File: src/zwsb_regs.svh
// timing counts, field positions and field values for the zero-wait bus sequencer
// assumes inclusion by the package and the design modules; definitions only
`ifndef ZWSB_REGS_SVH
`define ZWSB_REGS_SVH

`define ZWSB_CLK_MHZ          25
`define ZWSB_RANGE_LSB        24
`define ZWSB_RANGE_MSB        28
`define ZWSB_RANGE_MIN        5'h0F
`define ZWSB_PAGE_SINGLE      5'h0F
`define ZWSB_WRITE_CYCLES     2
`define ZWSB_ADDR_W           31

`endif

File: src/zwsb_pkg.sv
// types shared by the zero-wait bus sequencer modules
// assumes zwsb_regs.svh is on the include path
`include "zwsb_regs.svh"

package zwsb_pkg;

  // per-strobe sequencer states
  typedef enum logic [1:0] {
    ZWSB_IDLE  = 2'b00,
    ZWSB_READ  = 2'b01,
    ZWSB_WR_A  = 2'b10,
    ZWSB_WR_B  = 2'b11
  } zwsb_state_e;

endpackage

File: src/zwsb_req_if.sv
// request carrier from the bus top to one strobe sequencer
// assumes a single clock domain shared by both ends
`timescale 1ns/1ps

interface zwsb_req_if;
  logic valid;  // request for this strobe
  logic write;  // 1 write, 0 read
  logic ready_n;  // synchronised external ready
  logic accept;  // request taken this cycle
  logic busy;  // strobe set active or tail running

  modport top (output valid, output write, output ready_n, input accept, input busy);
  modport seq (input valid, input write, input ready_n, output accept, output busy);
endinterface

File: src/zwsb_bus_seq.sv
// zero-wait sram bus sequencer: local and global buses, two strobe sets each
// assumes requests arrive from internal cpu/dma logic on i_sys_clk (phase clock one)
// ready pins come from outside and are synchronised before use
`timescale 1ns/1ps
`include "zwsb_regs.svh"

// Functional notes
// - two buses each carry two strobes, two enables, two readies, pages, rw, address and data enables.
// - back-to-back reads keep the strobe low and read-write high.
// - each zero-wait write spends two clock cycles on the bus.
// - read-write stays low between writes while the strobe rises between them.
// - the strobe is high for an extra cycle while the address changes between writes.
// - a write is taken by the requester in one cycle when the interface is free.
// - read-write changes only while the strobe is high.
// - with the minimum range value, strobe 0 serves only the first 64K words.
// - software sets the page field to one page when one bank sits behind a strobe.
// - ready is active low and tied low it gives zero wait states.
// - the strobe range field lives in bits 24 to 28 of each bus config word.
module zwsb_bus_seq
  import zwsb_pkg::*;
#(
  parameter int ADDR_W = `ZWSB_ADDR_W
)
(
  // clock and reset
  input  wire logic              i_sys_clk,
  input  wire logic              i_reset_n,
  // bus configuration words (range field in bits 28:24)
  input  wire logic [31:0]       i_local_bus_config_reg,
  input  wire logic [31:0]       i_global_bus_config_reg,
  // local requester
  input  wire logic              i_local_valid,
  input  wire logic              i_local_write,
  input  wire logic [ADDR_W-1:0] i_local_addr,
  output logic                   o_local_accept,
  // global requester
  input  wire logic              i_global_valid,
  input  wire logic              i_global_write,
  input  wire logic [ADDR_W-1:0] i_global_addr,
  output logic                   o_global_accept,
  // ready pins, active low, asynchronous to the clock
  input  wire logic              i_local_ready_in_0_n,
  input  wire logic              i_local_ready_in_1_n,
  input  wire logic              i_global_ready_in_0_n,
  input  wire logic              i_global_ready_in_1_n,
  // local pins
  output logic                   o_local_bank_strobe_0_n,
  output logic                   o_local_bank_strobe_1_n,
  output logic                   o_local_read_write_0,
  output logic                   o_local_read_write_1,
  output logic                   o_local_page_flag_0_n,
  output logic                   o_local_page_flag_1_n,
  output logic                   o_local_address_drive_enable_n,
  output logic                   o_local_data_drive_enable_n,
  output logic                   o_local_control_enable_0_n,
  output logic                   o_local_control_enable_1_n,
  // global pins
  output logic                   o_global_bank_strobe_0_n,
  output logic                   o_global_bank_strobe_1_n,
  output logic                   o_global_read_write_0,
  output logic                   o_global_read_write_1,
  output logic                   o_global_page_flag_0_n,
  output logic                   o_global_page_flag_1_n,
  output logic                   o_global_address_drive_enable_n,
  output logic                   o_global_data_drive_enable_n,
  output logic                   o_global_control_enable_0_n,
  output logic                   o_global_control_enable_1_n
);

  // index 0..1 local strobes, 2..3 global strobes
  logic [3:0] rdy_meta_r;
  logic [3:0] rdy_sync_r;
  logic [3:0] sel;
  logic [3:0] valid;
  logic [3:0] accept;
  logic [3:0] busy;
  logic [3:0] strobe_n;
  logic [3:0] rw;
  logic [3:0] page_n;
  logic [4:0] local_range;
  logic [4:0] global_range;
  logic       local_sel0;
  logic       global_sel0;

  // two-flop synchronisers on the ready pins; the first stage feeds only the second
  always_ff @(posedge i_sys_clk) begin
    if (!i_reset_n) begin
      rdy_meta_r <= 4'hF;
      rdy_sync_r <= 4'hF;
    end else begin
      rdy_meta_r <= {i_global_ready_in_1_n, i_global_ready_in_0_n,
                     i_local_ready_in_1_n, i_local_ready_in_0_n};
      rdy_sync_r <= rdy_meta_r;
    end
  end

  // strobe 0 covers addresses below 2^(range+1); range 0x0F gives the first 64K words
  assign local_range  = i_local_bus_config_reg[`ZWSB_RANGE_MSB:`ZWSB_RANGE_LSB];
  assign global_range = i_global_bus_config_reg[`ZWSB_RANGE_MSB:`ZWSB_RANGE_LSB];
  // shift count widened to six bits so a range of 31 does not wrap to zero
  assign local_sel0   = ((i_local_addr >> ({1'b0, local_range} + 6'h01)) == '0);
  assign global_sel0  = ((i_global_addr >> ({1'b0, global_range} + 6'h01)) == '0);
  assign sel   = {!global_sel0, global_sel0, !local_sel0, local_sel0};
  assign valid = {{2{i_global_valid}} & sel[3:2], {2{i_local_valid}} & sel[1:0]};

  // four independent strobe sets, identical logic per set
  genvar g;
  generate
    for (g = 0; g < 4; g++) begin : g_set
      zwsb_req_if rq ();
      assign rq.valid   = valid[g];
      assign rq.write   = (g < 2) ? i_local_write : i_global_write;
      assign rq.ready_n = rdy_sync_r[g];
      assign accept[g]  = rq.accept;
      assign busy[g]    = rq.busy;
      zwsb_strobe_seq u_seq (
        .i_sys_clk    (i_sys_clk),
        .i_reset_n    (i_reset_n),
        .req          (rq),
        .o_strobe_n   (strobe_n[g]),
        .o_read_write (rw[g]),
        .o_page_n     (page_n[g])
      );
    end
  endgenerate

  // requester handshakes
  assign o_local_accept  = |accept[1:0];
  assign o_global_accept = |accept[3:2];

  // pin map for both buses; bus enables are held asserted, no external master
  assign o_local_bank_strobe_0_n         = strobe_n[0];
  assign o_local_bank_strobe_1_n         = strobe_n[1];
  assign o_local_read_write_0            = rw[0];
  assign o_local_read_write_1            = rw[1];
  assign o_local_page_flag_0_n           = page_n[0];
  assign o_local_page_flag_1_n           = page_n[1];
  assign o_local_address_drive_enable_n  = 1'b0;
  assign o_local_data_drive_enable_n     = 1'b0;
  assign o_local_control_enable_0_n      = 1'b0;
  assign o_local_control_enable_1_n      = 1'b0;
  assign o_global_bank_strobe_0_n        = strobe_n[2];
  assign o_global_bank_strobe_1_n        = strobe_n[3];
  assign o_global_read_write_0           = rw[2];
  assign o_global_read_write_1           = rw[3];
  assign o_global_page_flag_0_n          = page_n[2];
  assign o_global_page_flag_1_n          = page_n[3];
  assign o_global_address_drive_enable_n = 1'b0;
  assign o_global_data_drive_enable_n    = 1'b0;
  assign o_global_control_enable_0_n     = 1'b0;
  assign o_global_control_enable_1_n     = 1'b0;

endmodule

File: src/zwsb_strobe_seq.sv
// one strobe set sequencer: strobe, read-write, page flag
// assumes requests come from logic on the same clock
`timescale 1ns/1ps

module zwsb_strobe_seq
  import zwsb_pkg::*;
(
  // clock and reset
  input  wire logic  i_sys_clk,
  input  wire logic  i_reset_n,
  // request port
  zwsb_req_if.seq    req,
  // pins
  output logic       o_strobe_n,
  output logic       o_read_write,
  output logic       o_page_n
);

  zwsb_state_e state_r;
  zwsb_state_e state_nxt;
  logic        wr_req;
  logic        rd_req;
  logic        rw_r;

  assign wr_req = req.valid && req.write;
  assign rd_req = req.valid && !req.write;

  // reads and writes are taken only while ready is low; a write is taken in one cycle
  // when the sequencer is idle or finishing, its second bus cycle runs behind
  assign req.accept = (rd_req && !req.ready_n && (state_r != ZWSB_WR_A) &&
                       (rw_r || state_r == ZWSB_IDLE || state_r == ZWSB_WR_B))
                    || (wr_req && (state_r == ZWSB_IDLE || state_r == ZWSB_WR_B)
                        && !rw_r == (state_r == ZWSB_WR_B) && !req.ready_n);
  assign req.busy   = (state_r != ZWSB_IDLE);

  // next state: a write takes WR_A (strobe low) then WR_B (strobe high)
  always_comb begin
    state_nxt = state_r;
    case (state_r)
      ZWSB_IDLE: state_nxt = req.accept ? (req.write ? ZWSB_WR_A : ZWSB_READ) : ZWSB_IDLE;
      ZWSB_READ: state_nxt = req.accept ? ZWSB_READ : ZWSB_IDLE;
      ZWSB_WR_A: state_nxt = ZWSB_WR_B;
      ZWSB_WR_B: state_nxt = req.accept ? (req.write ? ZWSB_WR_A : ZWSB_READ) : ZWSB_IDLE;
      default:   state_nxt = ZWSB_IDLE;
    endcase
  end

  // state and read-write registers, strobe is decoded from state_r; rw moves only in idle or WR_B
  always_ff @(posedge i_sys_clk) begin
    if (!i_reset_n) begin
      state_r <= ZWSB_IDLE;
      rw_r    <= 1'b1;
    end else begin
      state_r <= state_nxt;
      if (state_r == ZWSB_IDLE || state_r == ZWSB_WR_B)
        rw_r  <= !(req.accept && req.write);
    end
  end

  // strobe low in read or first write cycle; high in the write tail
  assign o_strobe_n   = !(state_r == ZWSB_READ || state_r == ZWSB_WR_A);
  assign o_read_write = rw_r;
  assign o_page_n     = 1'b1; // single page per strobe, no page switching

endmodule

File: config.mk
export PLATFORM = sky130hd
export DESIGN_NAME = zwsb_bus_seq
export DESIGN_NICKNAME = d
export VERILOG_FILES = /design/src/zwsb_pkg.sv /design/src/zwsb_req_if.sv /design/src/zwsb_bus_seq.sv /design/src/zwsb_strobe_seq.sv
export VERILOG_INCLUDE_DIRS = /design/src
export SDC_FILE = /design/constraint.sdc
export NUM_CORES = 1
export LEC_CHECK = 0
export BUFFER_PORTS_ARGS = -buffer_cell sky130_fd_sc_hd__buf_2
export CORE_AREA = 2 2 82 84
export CTS_CLUSTER_SIZE = 25
export DETAILED_ROUTE_END_ITERATION = 12
export DIE_AREA = 0 0 84 86
export GPL_ROUTABILITY_DRIVEN = 0
export GPL_TIMING_DRIVEN = 1
export PLACE_DENSITY = 0.85
export SYNTH_ARGS = -nofsm -noshare
export SYNTH_HDL_FRONTEND = slang
export SYNTH_HIERARCHICAL = 1
export SYNTH_SLANG_ARGS = --single-unit
File: constraint.sdc
create_clock -name i_sys_clk -period 2.41 [get_ports i_sys_clk]
set_clock_uncertainty 0.05 [all_clocks]
set_input_delay 0.1205 -clock i_sys_clk [delete_from_list [all_inputs] [get_ports i_sys_clk]]
set_output_delay 0.1205 -clock i_sys_clk [all_outputs]
set_load 0.01 [all_outputs]
**After elaboration in Yosys (flattened, before gate mapping)**

Cells that the tools add are included.
W data, S select, Z words.

- Input port bits: 136
- Register bits after elaboration: 20
- Output and inout port bits: 22

- Shifts and indexed selects: 2
- Reductions and logical operators: 88
- Mux-type cells: 14
- Eq/ne operators: 20
- Add/subtract/negate cells: 2
- Bitwise logic cells: 2

Operator list:

| kind | count |
|---|---|
| $logic_not A31 Y1 | 2 |
| $shr A31 B6 Y31 | 2 |
| $logic_and A1 B1 Y1 | 36 |
| $pmux W2 S3 | 4 |
| $logic_not A1 Y1 | 20 |
| $logic_or A1 B1 Y1 | 20 |
| $eq A2 B2 Y1 const B | 8 |
| $add A5 B1 Y6 const B | 2 |
| $mux W2 | 6 |
| $reduce_or A2 Y1 | 6 |
| $eq A2 B1 Y1 const B | 4 |
| $logic_not A2 Y1 | 4 |
| $ne A2 B2 Y1 const B | 4 |
| $and A2 B2 Y2 | 2 |
| $eq A1 B1 Y1 | 4 |
| $mux W1 | 4 |

**Depth between registers and ports, before layout**

- Depth in word-level cells: 12
- Mapped depth: 13

**By module**

The synthesis kept the hierarchy.

By module, submodules not included:

| module | times used | area each (um^2) | cells each |
|---|---|---|---|
| zwsb_bus_seq | 1 | 1,468.9 | 200 |
| zwsb_strobe_seq | 4 | 255.2 | 30 |

**Worst setup path before layout**

No wires, ideal clock.

- Path kind: input -> output
- Start point: input i_global_bus_config_reg[24]
- End point: output o_global_accept
- Stages: 11
- Setup slack: 0.040 ns
- Buffers on the path: 1
- Arrival: 2.200 ns
- Cells stage by stage: buf_6 mux2_1 or3_1 a211oi_2 o22ai_1 a221oi_2 and4_1 nand2b_4 a21o_1 nor3_1 or2_2

- Elaborated cells between the ends (all ways): 24
- Those cells by class: add/sub: 1; shift: 1; bitwise: 1; reduce/logical: 21

RTL lines:

| item | RTL line | source |
|---|---|---|
| start: declaration | zwsb_bus_seq.sv:30 | `input wire logic [31:0] i_global_bus_config_reg,` |
| $add A5 B1 Y6 (*) | zwsb_bus_seq.sv:102 | `assign global_sel0 = ((i_global_addr >> ({1'b0, global_range} + 6'h01)) == '0);` |
| $shr A31 B6 Y31 (*) | zwsb_bus_seq.sv:102 |  |
| $logic_not A31 Y1 (*) | zwsb_bus_seq.sv:102 |  |
| $and A2 B2 Y2 (*) | zwsb_bus_seq.sv:104 | `assign valid = {{2{i_global_valid}} & sel[3:2], {2{i_local_valid}} & sel[1:0]};` |
| named net g_set[2].rq.valid | zwsb_req_if.sv:6 | `logic valid;` |
| $logic_and A1 B1 Y1 (on tied branches) | zwsb_strobe_seq.sv:26, zwsb_strobe_seq.sv:25 |  |
| $logic_and A1 B1 Y1 (on tied branches) | zwsb_strobe_seq.sv:30, zwsb_strobe_seq.sv:32 |  |
| $logic_and A1 B1 Y1 (on tied branches) (2 in series) | zwsb_strobe_seq.sv:30, zwsb_strobe_seq.sv:33 |  |
| $logic_or A1 B1 Y1 (*) | zwsb_strobe_seq.sv:32 | `\|\| (wr_req && (state_r == ZWSB_IDLE \|\| state_r == ZWSB_WR_B)` |
| named net g_set[2].rq.accept | zwsb_req_if.sv:9 | `logic accept;` |
| $reduce_or A2 Y1 (*) | zwsb_bus_seq.sv:129 | `assign o_global_accept = \|accept[3:2];` |
| end: declaration | zwsb_bus_seq.sv:40 | `output logic o_global_accept,` |

Mark *: on every way through the listed nets, which the timed path passes. The rest lies on a longest branch.

**Worst setup path in the final report**

Same ends and word-level chain as after synthesis.

==> impl_metrics.py <==
metrics = {
    "routing": {
        "drc_errors": 0,
        "postRouteAntennaNets": 0,
        "drt-initial-drc-count": 81,
        "drt-pass1-iter-count": 4,
        "num_vias": 2817,
        "wirelength_um": 7300,
        "wl_per_cell_um": 13.9,
        "viasPerCell": 5.38,
    },
    "critical_path": {
        "worstReg2RegEnd": "g_set[2].u_seq/state_r[0]",
        "critical_path.cell_chain": "buf_12 -> mux2_4 -> or3_4 -> a211oi_4 -> o22ai_2 -> a221oi_2 -> and4_1 -> nand2b_4 -> a21o_1 -> nor3_2 -> or2_4 -> buf_6",
        "rrSetupSlack_ns": 0.87,
        "required_ns": 2.24,
        "critPathTopFamily": "simple AND/OR/NAND/NOR gates",
        "path_max_fanout": 7,
        "slowest_delay_ns": 0.34,
        "crit_type": "primary input to output pin",
        "endpoint_kind": "output pin",
        "reg2reg_depth": 5,
        "crit_path_start_kind": "primary input",
        "path_buf_inv": 2,
        "critPathArrivalTime_ns": 2.44,
        "slowest_stage": "or3_4",
        "reg2reg_from": "g_set[2].u_seq/state_r[0]",
    },
    "floorplan": {
        "coreArea_mm2": 0.00628,
        "io_pins": 158,
        "num_rows": 29,
        "fp.dieArea_mm2": 0.00722,
        "die_h_um": 86,
        "fp.dieW_um": 84,
        "initial_core_util": 0.394,
    },
    "timing": {
        "fin_ws_ns": -0.201,
        "rsz0062_at_grt": "yes",
        "fin_crit_ns": 2.61,
        "drv_slew": 0,
        "max_freq_mhz": 383,
        "worst_slew_pin_slew_ns": 0.585,
        "hold_viol": 0,
        "finalSetupTns_ns": -0.305,
        "layout_worst_path_cycle_share": 1.08,
        "finalSetupViolCount": 2,
        "relSlewSlack": 0.608,
    },
    "min_path": {
        "hold_path.startpoint": "i_reset_n",
        "hold_path_class": "primary input to flop",
        "whs_endpoint": "rdy_meta_r[1]",
        "min_path_cells": 2,
    },
    "cts": {
        "clockBufferDepth": 2,
        "clock-sinks": 20,
        "cts_buffers": 3,
        "insertion_delay_ns": 0.25,
        "cts_tree": "yes",
        "root_buffer": "clkbuf_8",
        "h-tree-depth": 1,
        "cts.clk_slew.worst_paths_ns": 0.07,
    },
    "global_route": {
        "grt_pass1_wl_um": 11500,
        "grt_max_degree": 21,
        "overflow": 0,
        "grt_pass1_vias": 2809,
        "grt_util_all_layers": 0.185,
        "grt_antenna_before_repair": 0,
    },
    "logic_synthesis": {
        "avgSynthCellArea_um2": 7.83,
        "yosys_warnings": 6,
        "netlist_instances": 316,
        "syn-cell-area_mm2": 0.00247,
    },
    "placement": {
        "dp_hpwl_um": 5270,
        "dpl_cell_area_mm2": 0.00318,
        "port_buffers": 89,
    },
    "finish": {
        "fin_area_mm2": 0.00370,
        "nFillCells": 536,
        "layout_commonest_cell": "buf_2",
        "nNetsFinal": 600,
        "final-seq-area_um2": 400,
        "fin_util": 0.589,
        "insertedDiodeCount": 0,
        "layout-drive-gt1-share": 0.441,
        "syn_to_final_growth_pct": 49.5,
        "most-common-layout-cells": "82 x buf_2, 44 x buf_4, 30 x inv_1",
        "multi_input_area_mm2": 0.00206,
    },
    "power": {
        "leakagePower_nw": 1.65,
        "p_per_area_mw_per_mm2": 275,
        "power_w": 0.00102,
        "ir_drop_uv": 425,
    },
    "outcome": {
        "violations": "setup timing",
        "status": "finished, violations left",
    },
    "run": {
        "cap_violations": 0,
    },
}
## final cells by class
cell class / count / share of cell area
clock buffer: 4 / 0.0149
tap: 77 / 0.0260
multi-input combinational: 250 / 0.556
inverter: 30 / 0.0304
timing repair buffer: 143 / 0.264
sequential: 20 / 0.108
## worst max-delay path by stage
stage,startpoint,endpoint,slack [ns],cells past startpoint
final,i_global_bus_config_reg[24],o_global_accept,-0.20,12
after global routing,i_global_bus_config_reg[24],o_global_accept,-0.38,12
after CTS,i_global_bus_config_reg[24],o_global_accept,-0.23,12
after detailed placement,i_global_bus_config_reg[24],o_global_accept,-0.44,12
after global placement,i_global_bus_config_reg[24],o_global_accept,-0.35,12
after floorplan,i_global_bus_config_reg[24],o_global_accept,0.04,11
## state kept, by name, summed over array words and instances, names as in the netlist
signal                    count
rdy_sync_r                    4
g_set.u_seq/state_r           8
rdy_meta_r                    4
g_set.u_seq/o_read_write      4
## stage by stage
| step | cells | hold slack (ns) | setup slack (ns) |
|---|---|---|---|
| global route | 524 | 0.161 | -0.377 |
| detailed placement | 502 | 0.253 | -0.443 |
| CTS | 516 | 0.145 | -0.228 |
| floorplan | 323 | 0.144 | 0.0396 |
| global placement | 502 | 0.253 | -0.354 |
| finish | 524 | 0.145 | -0.201 |
## metal layers
layer | share of wire | up-vias | track usage
li1 | - | 1388 | -
met1 | 0.39 | 1336 | 0.192
met2 | 0.55 | 77 | 0.374
met3 | 0.040 | 16 | 0.0250
met4 | 0.017 | 0 | 0.0674
met5 | 0 | - | 0
## power breakdown
group          leakage (nW)  switching, W  internal [W]
Sequential            0.163    0.00000313      0.000339
Combinational          1.46      0.000207      0.000219
Clock                0.0288      0.000105      0.000145
Total                  1.65      0.000315      0.000702
## repair_timing
action                                  4_1_cts  5_1_grt
setup buffers                                 6        9
gates cloned                                  0        1
pin swaps                                    20       19
hold buffers                                  4        0
hold endpoints to repair                      4        0
resized for setup                            44       18
endpoints found under the setup margin        5       11
Note: power is estimated with default switching activity, not from simulation.
